==> config.mk <==
export PLATFORM = sky130hd
export DESIGN_NAME = tc8_timer
export DESIGN_NICKNAME = d
export VERILOG_FILES = /design/src/tc8_pkg.sv /design/src/tc8_tick_if.sv /design/src/tc8_prescaler.sv /design/src/tc8_timer.sv
export SDC_FILE = /design/constraint.sdc
export NUM_CORES = 1
export LEC_CHECK = 0
export BUFFER_PORTS_ARGS = -buffer_cell sky130_fd_sc_hd__buf_2
export CAP_MARGIN = 10
export CORE_MARGIN = 2
export CORE_UTILIZATION = 54
export DETAILED_ROUTE_END_ITERATION = 16
export GPL_TIMING_DRIVEN = 1
export PLACE_DENSITY = 0.76
export SYNTH_ARGS = -nofsm -noshare
export SYNTH_HDL_FRONTEND = slang
export SYNTH_SLANG_ARGS = --single-unit
==> constraint.sdc <==
create_clock -name ref_clk -period 3.3 [get_ports ref_clk]
set_clock_uncertainty 0.2 [all_clocks]
set_input_delay 0.825 -clock ref_clk [delete_from_list [all_inputs] [get_ports ref_clk]]
set_output_delay 0.825 -clock ref_clk [all_outputs]
set_load 0.01 [all_outputs]
==> src/tc8_pkg.sv <==
// Constants shared by the 8-bit timer/counter and its prescaler.
// Assumes one system clock at the fc rate; all counts are in fc cycles.
package tc8_pkg;

  // ==========================================================================
  // Register map (byte-wide registers, word index on the address port)
  // ==========================================================================
  localparam int ADDR_W = 3;
  localparam logic [2:0] ADDR_CTRL = 3'h0;   // timer_control_reg
  localparam logic [2:0] ADDR_CMP = 3'h1;    // compare_value_reg
  localparam logic [2:0] ADDR_COUNT = 3'h2;  // live counter value, read only
  localparam logic [2:0] ADDR_GEAR = 3'h3;   // clock_gear_reg

  // ==========================================================================
  // Control register fields
  // ==========================================================================
  localparam int CK_LSB = 0;
  localparam int CK_MSB = 2;
  localparam int RUN_BIT = 3;
  localparam int MODE_LSB = 4;
  localparam int MODE_MSB = 5;
  localparam int HALF_BIT = 0;

  localparam logic [1:0] MODE_TIMER = 2'h0;
  localparam logic [1:0] MODE_EVENT = 2'h1;
  localparam logic [1:0] MODE_PDO = 2'h2;
  localparam logic [1:0] MODE_PWM = 2'h3;

  localparam logic [2:0] CK_EVENT_PIN = 3'h7;

  localparam logic [7:0] CTRL_RESET = 8'h00;
  localparam logic [7:0] CMP_RESET = 8'hFF;
  localparam logic [7:0] COUNT_MAX = 8'hFF;

  // ==========================================================================
  // Prescaler tick periods, given at a 20 MHz fc with halving off
  // ==========================================================================
  localparam int REF_FC_MHZ = 20;
  localparam int T_000_NS = 102400;
  localparam int T_001_NS = 6400;
  localparam int T_010_NS = 1600;
  localparam int T_011_NS = 400;
  localparam int T_100_NS = 200;
  localparam int T_101_NS = 100;
  localparam int T_110_NS = 50;
  localparam int DIV_000 = T_000_NS * REF_FC_MHZ / 1000;
  localparam int DIV_001 = T_001_NS * REF_FC_MHZ / 1000;
  localparam int DIV_010 = T_010_NS * REF_FC_MHZ / 1000;
  localparam int DIV_011 = T_011_NS * REF_FC_MHZ / 1000;
  localparam int DIV_100 = T_100_NS * REF_FC_MHZ / 1000;
  localparam int DIV_101 = T_101_NS * REF_FC_MHZ / 1000;
  localparam int DIV_110 = T_110_NS * REF_FC_MHZ / 1000;
  localparam int PRESCALE_W = $clog2(DIV_000) + 1;

  // Log2 of the fc division for a clock-select code; halving adds one.
  function automatic int div_shift(input logic [2:0] sel, input logic half);
    int s;
    s = 0;
    unique case (sel)
      3'h0: s = $clog2(DIV_000);
      3'h1: s = $clog2(DIV_001);
      3'h2: s = $clog2(DIV_010);
      3'h3: s = $clog2(DIV_011);
      3'h4: s = $clog2(DIV_100);
      3'h5: s = $clog2(DIV_101);
      3'h6: s = $clog2(DIV_110);
      3'h7: s = 0;
    endcase
    return s + (half ? 1 : 0);
  endfunction

endpackage

==> src/tc8_tick_if.sv <==
// Carrier between the timer core and its prescaler.
// Assumes both ends sit on the same system clock.
`timescale 1ns/10ps
`default_nettype none
interface tc8_tick_if;
  logic [2:0] sel;
  logic half;
  logic tick;
  modport core (output sel, output half, input tick);
  modport pre (input sel, input half, output tick);
endinterface
`default_nettype wire

==> src/tc8_prescaler.sv <==
// Free-running prescaler producing a one-cycle tick enable for the timer.
// Assumes a synchronous active-high reset on the system clock.
`timescale 1ns/10ps
`default_nettype none
module tc8_prescaler #(
  parameter int PW = tc8_pkg::PRESCALE_W
) (
  input wire logic ref_clk,  // system clock
  input wire logic rst,      // synchronous reset
  tc8_tick_if.pre tk         // select in, tick out
);

  logic [PW-1:0] div_q;
  logic [PW-1:0] mask;

  // ==========================================================================
  // Divider
  // ==========================================================================
  // The divider never restarts, so the first tick after start may come early.
  always_ff @(posedge ref_clk) begin
    if (rst) begin
      div_q <= '0;
    end else begin
      div_q <= div_q + PW'(1);
    end
  end

  always_comb begin
    mask = PW'((1 << tc8_pkg::div_shift(tk.sel, tk.half)) - 1);
  end

  assign tk.tick = ((div_q & mask) == mask);

endmodule
`default_nettype wire

==> src/tc8_timer.sv <==
// 8-bit timer/counter top: timer, event counter, divider output and PWM.
// Assumes a register master on the plain port and synchronous pin inputs.
//
// Function
// - Timer mode counts ticks; match interrupts, clears and counting goes on.
// - Event mode counts pin rises; match is judged and cleared at falls.
// - Divider mode toggles its pin on every match, interrupts and clears.
// - Divider pin is high whenever the timer is stopped.
// - PWM pin goes low at shadow match, high with interrupt at overflow.
// - PWM pin is high whenever the timer is stopped.
// - PWM shadow reloads at period end, and first at start.
// - Entering STOP clears the run bit.
// - Control register bits 6 and 7 have no storage and read as zero.
// - Event and PWM modes only work in NORMAL and IDLE states.
// - Tick periods follow the clock-select table, doubled when halving.
// - PWM resolution is eight bits from an internal tick.
`timescale 1ns/10ps
`default_nettype none
module tc8_timer (
  input wire logic ref_clk,                       // system clock, fc
  input wire logic rst,                           // synchronous reset, high
  input wire logic [tc8_pkg::ADDR_W-1:0] reg_addr, // register index
  input wire logic [7:0] reg_wdata,               // write data
  input wire logic reg_we,                        // write strobe
  input wire logic reg_re,                        // read strobe
  output logic [7:0] reg_rdata,                   // read data, cycle after read
  input wire logic stop_enter,                    // pulse: STOP state entered
  input wire logic slow_state,                    // high outside NORMAL/IDLE
  input wire logic event_input_pin,               // external count input
  output logic divider_out_pin,                   // divider square wave
  output logic pwm_out_pin_n,                     // PWM output, active low
  output logic timer_match_irq                    // interrupt pulse
);

  // ==========================================================================
  // Registers
  // ==========================================================================
  logic run_q;
  logic run_dly_q;
  logic [1:0] mode_q;
  logic [2:0] ck_q;
  logic half_q;
  logic [7:0] cmp_q;
  logic [7:0] shadow_q;
  logic [7:0] cnt_q;
  logic [7:0] cnt_inc;
  logic ev_s1_q;
  logic ev_s2_q;
  logic ev_s3_q;
  logic ev_rise;
  logic ev_fall;
  logic active;
  logic low_ok;
  logic tmr_match;
  logic ev_match;
  logic pwm_hit;
  logic pwm_ovf;
  logic [7:0] rdata_q;
  logic pdo_q;
  logic pwm_n_q;
  logic irq_q;

  tc8_tick_if tk ();

  assign tk.sel = ck_q;
  assign tk.half = half_q;

  tc8_prescaler u_pre (
    .ref_clk(ref_clk),
    .rst(rst),
    .tk(tk)
  );

  wire ctrl_wr = reg_we && (reg_addr == tc8_pkg::ADDR_CTRL);

  // STOP entry wins over a coincident software write.
  always_ff @(posedge ref_clk) begin
    if (rst) begin
      run_q <= tc8_pkg::CTRL_RESET[tc8_pkg::RUN_BIT];
    end else if (stop_enter) begin
      run_q <= 1'b0;
    end else if (ctrl_wr) begin
      run_q <= reg_wdata[tc8_pkg::RUN_BIT];
    end
  end

  always_ff @(posedge ref_clk) begin
    if (rst) begin
      mode_q <= tc8_pkg::CTRL_RESET[tc8_pkg::MODE_MSB:tc8_pkg::MODE_LSB];
      ck_q <= tc8_pkg::CTRL_RESET[tc8_pkg::CK_MSB:tc8_pkg::CK_LSB];
    end else if (ctrl_wr) begin
      mode_q <= reg_wdata[tc8_pkg::MODE_MSB:tc8_pkg::MODE_LSB];
      ck_q <= reg_wdata[tc8_pkg::CK_MSB:tc8_pkg::CK_LSB];
    end
  end

  always_ff @(posedge ref_clk) begin
    if (rst) begin
      half_q <= 1'b0;
    end else if (reg_we && (reg_addr == tc8_pkg::ADDR_GEAR)) begin
      half_q <= reg_wdata[tc8_pkg::HALF_BIT];
    end
  end

  always_ff @(posedge ref_clk) begin
    if (rst) begin
      cmp_q <= tc8_pkg::CMP_RESET;
    end else if (reg_we && (reg_addr == tc8_pkg::ADDR_CMP)) begin
      cmp_q <= reg_wdata;
    end
  end

  // ==========================================================================
  // Register read port
  // ==========================================================================
  // Bits 6 and 7 of control have no storage; they read as zero.
  always_ff @(posedge ref_clk) begin
    if (rst) begin
      rdata_q <= 8'h00;
    end else if (reg_re) begin
      unique case (reg_addr)
        tc8_pkg::ADDR_CTRL: rdata_q <= {2'h0, mode_q, run_q, ck_q};
        tc8_pkg::ADDR_CMP: rdata_q <= cmp_q;
        tc8_pkg::ADDR_COUNT: rdata_q <= cnt_q;
        tc8_pkg::ADDR_GEAR: rdata_q <= {7'h00, half_q};
        default: rdata_q <= 8'h00;
      endcase
    end else begin
      rdata_q <= 8'h00;
    end
  end

  // ==========================================================================
  // Event pin synchroniser and edge detect
  // ==========================================================================
  always_ff @(posedge ref_clk) begin
    if (rst) begin
      ev_s1_q <= 1'b0;
      ev_s2_q <= 1'b0;
      ev_s3_q <= 1'b0;
    end else begin
      ev_s1_q <= event_input_pin;
      ev_s2_q <= ev_s1_q;
      ev_s3_q <= ev_s2_q;
    end
  end

  // Pulses shorter than the synchroniser can resolve are lost; the pin
  // source must keep each phase several clocks long.
  assign ev_rise = ev_s2_q && !ev_s3_q;
  assign ev_fall = !ev_s2_q && ev_s3_q;

  // ==========================================================================
  // Counter and match detection
  // ==========================================================================
  // The first running cycle only loads the PWM shadow, so counting starts
  // one clock after the run bit rises.
  always_ff @(posedge ref_clk) begin
    if (rst) begin
      run_dly_q <= 1'b0;
    end else begin
      run_dly_q <= run_q;
    end
  end

  assign active = run_q && run_dly_q;
  assign low_ok = !slow_state;
  assign cnt_inc = cnt_q + 8'h01;

  assign tmr_match = active && tk.tick && (cnt_inc == cmp_q)
                     && ((mode_q == tc8_pkg::MODE_TIMER) || (mode_q == tc8_pkg::MODE_PDO));
  assign ev_match = active && low_ok && (mode_q == tc8_pkg::MODE_EVENT)
                    && ev_fall && (cnt_q == cmp_q);
  assign pwm_ovf = active && low_ok && (mode_q == tc8_pkg::MODE_PWM)
                   && tk.tick && (cnt_q == tc8_pkg::COUNT_MAX);
  assign pwm_hit = active && low_ok && (mode_q == tc8_pkg::MODE_PWM)
                   && tk.tick && (cnt_inc == shadow_q);

  always_ff @(posedge ref_clk) begin
    if (rst) begin
      cnt_q <= 8'h00;
    end else if (!active) begin
      cnt_q <= 8'h00;
    end else begin
      unique case (mode_q)
        tc8_pkg::MODE_TIMER, tc8_pkg::MODE_PDO: begin
          if (tmr_match) begin
            cnt_q <= 8'h00;
          end else if (tk.tick) begin
            cnt_q <= cnt_inc;
          end
        end
        tc8_pkg::MODE_EVENT: begin
          if (low_ok && ev_rise) begin
            cnt_q <= cnt_inc;
          end else if (ev_match) begin
            cnt_q <= 8'h00;
          end
        end
        tc8_pkg::MODE_PWM: begin
          if (low_ok && tk.tick) begin
            cnt_q <= cnt_inc;
          end
        end
      endcase
    end
  end

  // A compare write landing with the period end misses that reload; the
  // shadow keeps the old value and the new one waits for the next period end.
  always_ff @(posedge ref_clk) begin
    if (rst) begin
      shadow_q <= tc8_pkg::CMP_RESET;
    end else if (run_q && !run_dly_q) begin
      shadow_q <= cmp_q;
    end else if (pwm_ovf) begin
      shadow_q <= cmp_q;
    end
  end

  // ==========================================================================
  // Outputs
  // ==========================================================================
  always_ff @(posedge ref_clk) begin
    if (rst) begin
      irq_q <= 1'b0;
    end else begin
      irq_q <= tmr_match || ev_match || pwm_ovf;
    end
  end

  always_ff @(posedge ref_clk) begin
    if (rst) begin
      pdo_q <= 1'b1;
    end else if (!run_q) begin
      pdo_q <= 1'b1;
    end else if (tmr_match && (mode_q == tc8_pkg::MODE_PDO)) begin
      pdo_q <= !pdo_q;
    end
  end

  always_ff @(posedge ref_clk) begin
    if (rst) begin
      pwm_n_q <= 1'b1;
    end else if (!run_q) begin
      pwm_n_q <= 1'b1;
    end else if (pwm_ovf) begin
      pwm_n_q <= 1'b1;
    end else if (pwm_hit) begin
      pwm_n_q <= 1'b0;
    end
  end

  assign reg_rdata = rdata_q;
  assign divider_out_pin = pdo_q;
  assign pwm_out_pin_n = pwm_n_q;
  assign timer_match_irq = irq_q;

  // ==========================================================================
  // Assertions
  // ==========================================================================
  property p_timer_match;
    @(posedge ref_clk) disable iff (rst)
      (tmr_match && mode_q == tc8_pkg::MODE_TIMER) |=> (cnt_q == 8'h00) && timer_match_irq;
  endproperty
  a_timer_match: assert property (p_timer_match) else $error("timer match missed");

  property p_event_fall;
    @(posedge ref_clk) disable iff (rst)
      ev_match |=> (cnt_q == 8'h00) && timer_match_irq;
  endproperty
  a_event_fall: assert property (p_event_fall) else $error("event match missed");

  property p_event_rise;
    @(posedge ref_clk) disable iff (rst)
      (active && low_ok && mode_q == tc8_pkg::MODE_EVENT && ev_rise)
        |=> cnt_q == $past(cnt_q) + 8'h01;
  endproperty
  a_event_rise: assert property (p_event_rise) else $error("event rise not counted");

  property p_pdo_toggle;
    @(posedge ref_clk) disable iff (rst)
      (tmr_match && mode_q == tc8_pkg::MODE_PDO && !stop_enter && !ctrl_wr)
        |=> (divider_out_pin != $past(divider_out_pin)) && timer_match_irq;
  endproperty
  a_pdo_toggle: assert property (p_pdo_toggle) else $error("divider did not toggle");

  property p_pdo_stop;
    @(posedge ref_clk) disable iff (rst)
      !run_q |=> divider_out_pin;
  endproperty
  a_pdo_stop: assert property (p_pdo_stop) else $error("divider low while stopped");

  property p_pwm_low;
    @(posedge ref_clk) disable iff (rst)
      (pwm_hit && !pwm_ovf && run_q && !stop_enter && !ctrl_wr) |=> !pwm_out_pin_n;
  endproperty
  a_pwm_low: assert property (p_pwm_low) else $error("pwm did not go low");

  property p_pwm_ovf;
    @(posedge ref_clk) disable iff (rst)
      pwm_ovf |=> pwm_out_pin_n && timer_match_irq && (cnt_q == 8'h00);
  endproperty
  a_pwm_ovf: assert property (p_pwm_ovf) else $error("pwm overflow missed");

  property p_pwm_stop;
    @(posedge ref_clk) disable iff (rst)
      !run_q |=> pwm_out_pin_n;
  endproperty
  a_pwm_stop: assert property (p_pwm_stop) else $error("pwm low while stopped");

  property p_shadow_load;
    @(posedge ref_clk) disable iff (rst)
      (run_q && !run_dly_q) |=> shadow_q == $past(cmp_q);
  endproperty
  a_shadow_load: assert property (p_shadow_load) else $error("shadow not loaded");

  property p_stop_clear;
    @(posedge ref_clk) disable iff (rst)
      stop_enter |=> !run_q ##1 divider_out_pin && pwm_out_pin_n;
  endproperty
  a_stop_clear: assert property (p_stop_clear) else $error("stop did not clear run");

  property p_ctrl_top_bits;
    @(posedge ref_clk) disable iff (rst)
      (reg_re && reg_addr == tc8_pkg::ADDR_CTRL) |=> reg_rdata[7:6] == 2'h0;
  endproperty
  a_ctrl_top_bits: assert property (p_ctrl_top_bits) else $error("ctrl top bits set");

  property p_slow_hold;
    @(posedge ref_clk) disable iff (rst)
      (slow_state && active && mode_q == tc8_pkg::MODE_PWM) |=> cnt_q == $past(cnt_q);
  endproperty
  a_slow_hold: assert property (p_slow_hold) else $error("pwm ran in slow state");

endmodule
`default_nettype wire

==> impl_metrics.env, run 1 <==
export IMPL_status="finished clean"
export IMPL_ys_seq_elements=62
export IMPL_cp_start_kind="flop"
export IMPL_cp_required_ns=3.33
export IMPL_slowest_delay_ns=0.41
export IMPL_antenna_found_initial=0
export IMPL_dieWidth_um=85.15
export IMPL_clkPwrFrac_pct=40.9
export IMPL_hold_violations=0
export IMPL_final_cell_mix="59 x dfxtp_1, 46 x nor2_1, 41 x nand2_1, 41 x nand3_1, 35 x buf_4"
export IMPL_final_common_cell="dfxtp_1"
export IMPL_grt_max_degree=28
export IMPL_cts_sinks=62
export IMPL_port_buffer_count=28
export IMPL_intPower_mw=1.190
export IMPL_maxCapViolCount=0
export IMPL_clockRootBuffer="clkbuf_8"
export IMPL_endpoint_kind="flop"
export IMPL_wirelength_mm=9.456
export IMPL_dpl_cell_area_um2=3959
export IMPL_design_area_um2=4327
export IMPL_drc=0
export IMPL_final_layout_size_suffix_gt1_share_pct=23.34
export IMPL_rows=29
export IMPL_fin_crit_sh_pct=97.40
export IMPL_coreArea_um2=6350
export IMPL_p_switching_mw=0.4215
export IMPL_first_pass_iters=5
export IMPL_clk_path_buf_depth=2
export IMPL_max_freq_mhz=311.1
export IMPL_synth_edf_count=0
export IMPL_setup_viol_count_final=0
export IMPL_ant_nets=0
export IMPL_min_period_ns=3.214
export IMPL_yosysSeqAreaShare_pct=34.90
export IMPL_yosysUniqueCellTypes=60
export IMPL_area_growth_pct=21.67
export IMPL_synthCells=440
export IMPL_p_leak_nw=1.722
export IMPL_relSlewSlack_pct=57.33
export IMPL_fin_nets=517
export IMPL_critPathBufInv=1
export IMPL_n_antenna_cell=0
export IMPL_switching_share_pct=26.15
export IMPL_dp_hpwl_mm=6.840
export IMPL_drt_iter0_drc=262
export IMPL_grt_pass1_wl_mm=15.07
export IMPL_place_congestion=0.9578
export IMPL_die_area_um2=7251
export IMPL_arrival_ns=3.24
export IMPL_route_vias_total=3432
export IMPL_slew_violations=0
export IMPL_grt_use_total_pct=26.38
export IMPL_vias_per_cell=5.979
export IMPL_grt_pass1_vias=3131
export IMPL_syn_nets=465
export IMPL_die_height_um=85.15
export IMPL_cts_hold_buf=0
export IMPL_cts_buffers=9
export IMPL_clkTransAtPathRegs_ns=0.07
export IMPL_cts_tree="done"
export IMPL_hold_class="reg -> reg"
export IMPL_ys_flop_type="dfxtp_1"
export IMPL_rrSetupSlack_ns=0.09
export IMPL_power_share_combinational_pct=10.8
export IMPL_total_power_mw=1.612
export IMPL_vdd_drop_max_uv=413.9
export IMPL_rsz0062_at_grt="true"
export IMPL_syn_avg_cell_area_um2=8.082
export IMPL_power_density_nw_per_um2=372.5
export IMPL_pin_count=29
export IMPL_grt_overflow_total=0
export IMPL_h_tree_depth=3
export IMPL_post_drt_wl_per_cell_um=16.47
export IMPL_slowest_stage="a2111oi_2"
export IMPL_crit_family="compound AO/OA/AOI/OAI gates"
export IMPL_cp_cell_sequence="ha_4 > ha_4 > xnor2_4 > a32o_2 > o22a_1 > a2111oi_2 > nand2_1 > mux2i_4 > buf_12 > a41oi_4 > nand3b_4 > o211ai_2"
export IMPL_setup_tns_ns=0
export IMPL_critPathMostFrequentCell="ha_4"
export IMPL_tightest_slew_ns=0.6333
export IMPL_clkLatencyLatePin_ns=0.35
export IMPL_path_class="reg -> reg"
export IMPL_fill_cells=555
export IMPL_async_flop_share_pct=0
export IMPL_seqPwrFrac_pct=48.4
export IMPL_ys_warn_count=0
export IMPL_initial_core_util_pct=56.00
export IMPL_worstPathMaxFanout=8
export IMPL_syn_area_um2=3556
## cell families after synthesis
logic type	Yosys count	synth area share (%)
adders and majority gates	7	2.463
and+or+nand+nor	202	28.92
DFF	62	34.90
AOI/OAI and AO/OA	79	15.20
muxes	15	4.926
buffers and inverters	37	4.223
xor gates and xnor gates	38	9.360
## what timing repair did
item | in CTS | in global routing
endpoints found under the hold margin | 0 | 0
pin swaps | 0 | 13
setup endpoints to repair | 19 | 19
buffers inserted | 0 | 4
gates resized for setup | 6 | 23
gates cloned | 0 | 1
## final cells by class
cell class,count,area [µm²],area share (%)
Tap cell,77,96.34,2.227
Inverter,13,48.80,1.128
Timing Repair Buffer,64,422.9,9.774
Multi-Input combinational cell,342,2321,53.64
Clock buffer,10,127.6,2.950
Clock inverter,6,62.56,1.446
Sequential cell,62,1247,28.83
## synthesized netlist by cell type, types with 2 or more instances
cell type	instances	area, µm²
ha_1	7	87.58
nand2b_1	4	25.02
and2_1	4	25.02
a32oi_1	5	43.79
nor4_1	4	25.02
clkbuf_1	19	71.32
buf_4	3	22.52
nor2_1	47	176.4
a21oi_1	21	105.1
xor2_1	21	183.9
o21ai_0	18	90.09
o22ai_1	7	43.79
o21ai_1	2	10.01
nor3b_1	5	37.54
dfxtp_1	62	1241
nor3_1	13	65.06
buf_1	2	7.510
o21a_1	4	30.03
mux2i_1	13	130.1
a22oi_1	2	15.01
nand4_1	4	25.02
or3_1	5	31.28
and4_1	2	17.52
a21o_1	2	15.01
nand3b_1	3	22.52
nor2b_1	12	75.07
inv_1	13	48.80
nand2_1	42	157.7
nand3_1	42	210.2
xnor2_1	17	148.9
and3_1	6	37.54
## metal layers
| metal | wire length, µm | track usage (%) | vias up |
|---|---|---|---|
| li1 | - | - | 1656 |
| met1 | 4342 | 37.90 | 1609 |
| met2 | 4120 | 39.06 | 141 |
| met3 | 793 | 6.128 | 26 |
| met4 | 199 | 8.802 | 0 |
| met5 | 0 | 0 | - |
## path summary, 6_finish.rpt
check / from / end / cells past startpoint
worst max-delay path: half_q / cnt_q[7] / 12
worst min-delay path: ev_s1_q / ev_s2_q / 1
worst max register to register: half_q / cnt_q[7] / 12
worst min register to register: ev_s1_q / ev_s2_q / 1
## power groups by stage
| stage | Sequential [mW] | Clock, mW | Combinational (mW) |
|---|---|---|---|
| after floorplan | 0.789 | 0 | 0.108 |
| after global placement | 0.795 | 0 | 0.148 |
| after detailed placement | 0.795 | 0 | 0.149 |
| after CTS | 0.778 | 0.666 | 0.152 |
| after global routing | 0.781 | 0.700 | 0.189 |
| final | 0.780 | 0.658 | 0.174 |
## worst reg2reg max path, stage by stage (launching register included)
cell	delay, ns
dfxtp_4	0.36
ha_4	0.17
ha_4	0.19
xnor2_4	0.14
a32o_2	0.27
o22a_1	0.25
a2111oi_2	0.41
nand2_1	0.16
mux2i_4	0.22
buf_12	0.16
a41oi_4	0.21
nand3b_4	0.26
o211ai_2	0.10
## stage by stage
step           util [%]  hold WS (ns)  instances  setup slack (ns)
6_report          68.14        0.2573        574           0.08581
2_1_floorplan         -        0.2138        440           0.01664
3_3_place_gp      62.34        0.2234        553          -0.03858
3_5_place_dp      62.34        0.2414        553           -0.1268
5_1_grt           68.14        0.2724        574          -0.06648
4_1_cts           65.60        0.2696        569           0.01392
## registers in the layout, summed over array words and instances (netlist names), 2 cells and up, named ones only
signal       cells
u_pre.div_q     12
cmp_q            8
cnt_q            8
mode_q           2
reg_rdata        8
ck_q             3
shadow_q         8
Note: power is estimated with default switching activity, not from simulation.
==> inputs of run 2 (changes only) <==
Settings changed: CORE_UTILIZATION 54 to 56, CTS_BUF_LIST set to sky130_fd_sc_hd__clkbuf_8, PLACE_DENSITY 0.76 to 0.78.
==> run 2 against run 1 <==
- register-to-register slack got worse by 0.05 ns
- clock power fell by 2%
- sequential share of layout area rose by 0.058 points
- wire length fell by 3.1%
==> impl_metrics.env, run 2 (synthesis results as in run 1) <==
export IMPL_status="finished clean"
export IMPL_hold_depth=1
export IMPL_total_power_mw=1.595
export IMPL_dieWidth_um=83.69
export IMPL_antenna_found_initial=0
export IMPL_cts_sinks=62
export IMPL_grt_max_degree=17
export IMPL_drt_iter0_drc=268
export IMPL_ant_nets=0
export IMPL_area_growth_pct=21.43
export IMPL_post_place_ws_ns=-0.08954
export IMPL_wirelength_mm=9.161
export IMPL_top_usage_layer="met2"
export IMPL_worstPathMaxFanout=8
export IMPL_h_tree_depth=3
export IMPL_cts_buffers=9
export IMPL_port_buffer_count=28
export IMPL_tightest_slew_ns=0.6714
export IMPL_setup_tns_ns=0
export IMPL_p_leak_nw=1.704
export IMPL_hold_class="reg -> reg"
export IMPL_grt_use_met3_pct=6.825
export IMPL_vias_per_cell=6.047
export IMPL_p_switching_mw=0.3972
export IMPL_largest_register_ffs=12
export IMPL_die_area_um2=7003
export IMPL_setup_viol_count_final=0
export IMPL_grt_pass1_wl_mm=14.74
export IMPL_seqPwrFrac_pct=49.0
export IMPL_grt_use_total_pct=25.92
export IMPL_cp_required_ns=3.32
export IMPL_die_height_um=83.69
export IMPL_dp_hpwl_mm=6.513
export IMPL_reg2reg_depth=14
export IMPL_arrival_ns=3.29
export IMPL_intPower_mw=1.198
export IMPL_path_class="reg -> reg"
export IMPL_clkPwrFrac_pct=40.5
export IMPL_met1_usage_pct=36.78
export IMPL_rsz0062_at_grt="true"
export IMPL_place_congestion=0.9430
export IMPL_grt_pass1_vias=3095
export IMPL_power_share_combinational_pct=10.6
export IMPL_clkLatencyLatePin_ns=0.34
export IMPL_min_period_ns=3.268
export IMPL_maxCapViolCount=0
export IMPL_n_antenna_cell=0
export IMPL_drc=0
export IMPL_relSlewSlack_pct=54.77
export IMPL_final_cell_mix="59 x dfxtp_1, 46 x nor2_1, 41 x nand3_1"
export IMPL_slew_violations=0
export IMPL_pin_count=29
export IMPL_max_freq_mhz=306.0
export IMPL_cp_start_kind="flop"
export IMPL_coreArea_um2=6241
export IMPL_clockRootBuffer="clkbuf_8"
export IMPL_setup_ws_ns=0.03246
export IMPL_route_vias_total=3441
export IMPL_vdd_drop_max_uv=294.2
export IMPL_final_common_cell="dfxtp_1"
export IMPL_cts_tree="done"
export IMPL_hold_violations=0
export IMPL_clk_path_buf_depth=2
export IMPL_final_layout_size_suffix_gt1_share_pct=22.97
export IMPL_fill_cells=500
export IMPL_endpoint_kind="flop"
export IMPL_top_register="u_pre.div_q"
export IMPL_final_util_pct=69.19
export IMPL_rows=29
export IMPL_fin_crit_sh_pct=99.02
export IMPL_met2_usage_pct=37.53
export IMPL_switching_share_pct=24.90
export IMPL_holdWs_ns=0.2610
export IMPL_first_pass_iters=5
export IMPL_clkTransAtPathRegs_ns=0.07
export IMPL_fin_nets=513
export IMPL_initial_core_util_pct=56.98
export IMPL_grt_overflow_total=0
export IMPL_power_density_nw_per_um2=369.4
export IMPL_post_drt_wl_per_cell_um=16.10
run 2: changes by cell type in the layout (fill, tap and decap cells not counted), moves of 2 or more:
cell,change
buf_4,-7
o21ai_1,+5
buf_6,+4
o21ai_0,-4
clkinv_4,-2
run 2: power groups by stage:
stage | clock network (mW) | logic [mW] | registers, mW
finish | 0.646 | 0.169 | 0.781
global route | 0.680 | 0.184 | 0.782
CTS | 0.653 | 0.151 | 0.779
detailed placement | 0 | 0.143 | 0.796
global placement | 0 | 0.141 | 0.795
floorplan | 0 | 0.108 | 0.789
run 2: final cells by class:
cell class                      instances  area, µm²  area share (%)
Timing Repair Buffer                   60      395.4           9.157
Multi-Input combinational cell        342       2341           54.22
Tap cell                               77      96.34           2.231
Clock inverter                          5      51.30           1.188
Inverter                               13      48.80           1.130
Sequential cell                        62       1247           28.89
Clock buffer                           10      137.6           3.187
run 2: path summary, 6_finish.rpt:
check	from	to	slack, ns
max	half_q	cnt_q[3]	0.03
min	ev_s1_q	ev_s2_q	0.26
max reg2reg	half_q	cnt_q[3]	0.03
min reg2reg	ev_s1_q	ev_s2_q	0.26
run 2: layer usage:
| metal | up-vias | routed length [µm] |
|---|---|---|
| met4 | 0 | 165 |
| met3 | 22 | 938 |
| li1 | 1663 | - |
| met5 | - | 0 |
| met2 | 183 | 3883 |
| met1 | 1573 | 4174 |
run 2: through the flow:
step,cells,area (µm²)
2_1_floorplan,440,3585
3_3_place_gp,547,3914
3_5_place_dp,547,3914
4_1_cts,564,4155
5_1_grt,569,4318
6_report,569,4318
run 2: repair_timing:
action                                  in CTS  in global routing
buffers inserted                             1                  5
pin swaps                                    5                 19
hold buffers                                 0                  0
cloned                                       1                  0
endpoints found under the setup margin      10                 19
resized for setup                            8                 32
run 2: critical path, cell delays in order, from the launching register on:
cell and delay (ns):
dfxtp_4 0.36, ha_4 0.16, ha_4 0.19, buf_6 0.14, or3b_1 0.16, a21oi_2 0.07
o21a_2 0.24, buf_6 0.13, a2111oi_4 0.36, nand2_2 0.12, mux2i_4 0.21, buf_6 0.14
a41oi_4 0.30, nand3b_4 0.26, o22ai_2 0.10
==> inputs of run 3 (changes only) <==
Settings changed: PLACE_DENSITY 0.78 to 0.9.
==> run 3 against run 2 <==
- via count up 2.1%
- hold slack lost 0.012 ns
- sequential share of layout area fell by 0.64 points
- highest routed layer unchanged
==> impl_metrics.env, run 3 (synthesis results as in run 1) <==
export IMPL_reg2reg_depth=14
export IMPL_top_register="u_pre.div_q"
export IMPL_tightest_slew_ns=0.7554
export IMPL_clkLatencyLatePin_ns=0.34
export IMPL_setup_viol_count_final=0
export IMPL_rows=29
export IMPL_final_common_cell="dfxtp_1"
export IMPL_post_place_ws_ns=-0.1116
export IMPL_n_antenna_cell=0
export IMPL_rrSetupSlack_ns=0.01
export IMPL_setup_ws_ns=0.01056
export IMPL_final_layout_size_suffix_gt1_share_pct=23.68
export IMPL_max_freq_mhz=304.0
export IMPL_route_vias_total=3512
export IMPL_min_from="ev_s1_q"
export IMPL_pin_count=29
export IMPL_coreArea_um2=6241
export IMPL_antenna_found_initial=0
export IMPL_ant_nets=0
export IMPL_worstPathMaxFanout=7
export IMPL_final_util_pct=70.75
export IMPL_drc=0
export IMPL_status="finished clean"
export IMPL_fin_nets=514
export IMPL_min_period_ns=3.289
export IMPL_grt_use_total_pct=26.50
export IMPL_arrival_ns=3.32
export IMPL_cp_required_ns=3.33
export IMPL_vdd_drop_max_uv=342.5
export IMPL_cts_sinks=62
export IMPL_relSlewSlack_pct=49.11
export IMPL_grt_pass1_vias=3140
export IMPL_path_class="reg -> reg"
export IMPL_port_buffer_count=28
export IMPL_p_leak_nw=1.765
export IMPL_first_pass_iters=6
export IMPL_post_drt_wl_per_cell_um=16.91
export IMPL_endpoint_kind="flop"
export IMPL_multi_input_area_um2=2390
export IMPL_die_height_um=83.69
export IMPL_maxCapViolCount=0
export IMPL_initial_core_util_pct=56.98
export IMPL_slew_violations=0
export IMPL_drt_iter0_drc=356
export IMPL_fin_crit_sh_pct=99.68
export IMPL_dp_hpwl_mm=6.611
export IMPL_reg2reg_from="half_q"
export IMPL_hold_depth=1
export IMPL_clkTransAtPathRegs_ns=0.07
export IMPL_final_cell_mix="59 x dfxtp_1, 46 x nor2_1, 41 x nand2_1"
export IMPL_rsz0062_at_grt="true"
export IMPL_wirelength_mm=9.654
export IMPL_grt_overflow_total=0
export IMPL_grt_max_degree=24
export IMPL_cts_buffers=9
export IMPL_clockRootBuffer="clkbuf_8"
export IMPL_hold_class="reg -> reg"
export IMPL_vias_per_cell=6.151
export IMPL_worst_r2r_endpoint="cnt_q[4]"
export IMPL_register_area_um2=1247
export IMPL_holdPathEnd="ev_s2_q"
export IMPL_cp_start_kind="flop"
export IMPL_largest_register_ffs=12
export IMPL_holdWs_ns=0.2486
export IMPL_place_congestion=1.009
export IMPL_fill_cells=466
export IMPL_h_tree_depth=3
export IMPL_die_area_um2=7003
export IMPL_clk_path_buf_depth=2
export IMPL_dieWidth_um=83.69
export IMPL_power_density_nw_per_um2=394.0
export IMPL_hold_violations=0
export IMPL_area_growth_pct=24.17
export IMPL_cts_tree="done"
export IMPL_grt_pass1_wl_mm=15.06
==> run 3: cell types whose count changed in the layout (fill, tap and decap cells not counted), sizes merged <==
cell	change
bufinv	+2
inv	+2
buf	+1
clkbuf	-1
clkinv	-1
clkinvlp	-1
==> run 3: metrics by stage <==
stage | instance area (µm²) | TNS, ns | cells | total power [mW]
floorplan | 3585 | 0 | 440 | 0.8972
global placement | 3921 | -0.1622 | 548 | 0.9359
detailed placement | 3921 | -0.7714 | 548 | 0.9401
CTS | 4180 | 0 | 565 | 1.716
global route | 4415 | -0.9985 | 571 | 1.790
finish | 4415 | 0 | 571 | 1.740
==> run 3: critical path: stages, from the launching register on <==
cell	delay, ns
dfxtp_4	0.36
ha_4	0.16
ha_4	0.19
xnor2_4	0.14
a32o_2	0.26
nand2_1	0.07
ha_2	0.18
nor3b_4	0.24
a21boi_2	0.21
mux2i_1	0.20
and4_4	0.28
buf_6	0.11
nand4_4	0.16
a32oi_1	0.30
o22ai_1	0.11
==> run 3: final cells by class <==
cell class	instances	share of cell area (%)
Sequential cell	62	28.25
Timing Repair Buffer	61	9.124
Clock buffer	9	2.805
Multi-Input combinational cell	342	54.12
Inverter	13	1.105
Clock inverter	7	2.409
Tap cell	77	2.182
==> run 3: worst max path at each step <==
stage,start,endpoint,depth (start not counted)
finish,half_q,cnt_q[4],14
global route,half_q,cnt_q[2],13
CTS,half_q,cnt_q[3],13
detailed placement,half_q,cnt_q[3],15
global placement,half_q,pwm_out_pin_n,15
floorplan,half_q,cnt_q[7],15
==> run 3: metal layers <==
| layer | part of all wire (%) | track usage, % | routed length, µm | up-vias |
|---|---|---|---|---|
| li1 | - | - | - | 1654 |
| met1 | 43 | 38.11 | 4179 | 1625 |
| met2 | 46 | 39.42 | 4433 | 205 |
| met3 | 8.6 | 5.539 | 827 | 28 |
| met4 | 2.2 | 9.238 | 213 | 0 |
| met5 | 0 | 0 | 0 | - |
==> run 3: power by group <==
group | switching [mW] | internal (mW)
Combinational | 0.0940 | 0.0763
Clock | 0.295 | 0.492
Sequential | 0.0196 | 0.762
==> run 3: what timing repair did <==
action / CTS / global route
pin swaps: 3 / 20
buffers inserted: 1 / 5
hold buffers: 0 / 0
setup endpoints to repair: 19 / 19
resized for setup: 8 / 43
cloned: 0 / 1
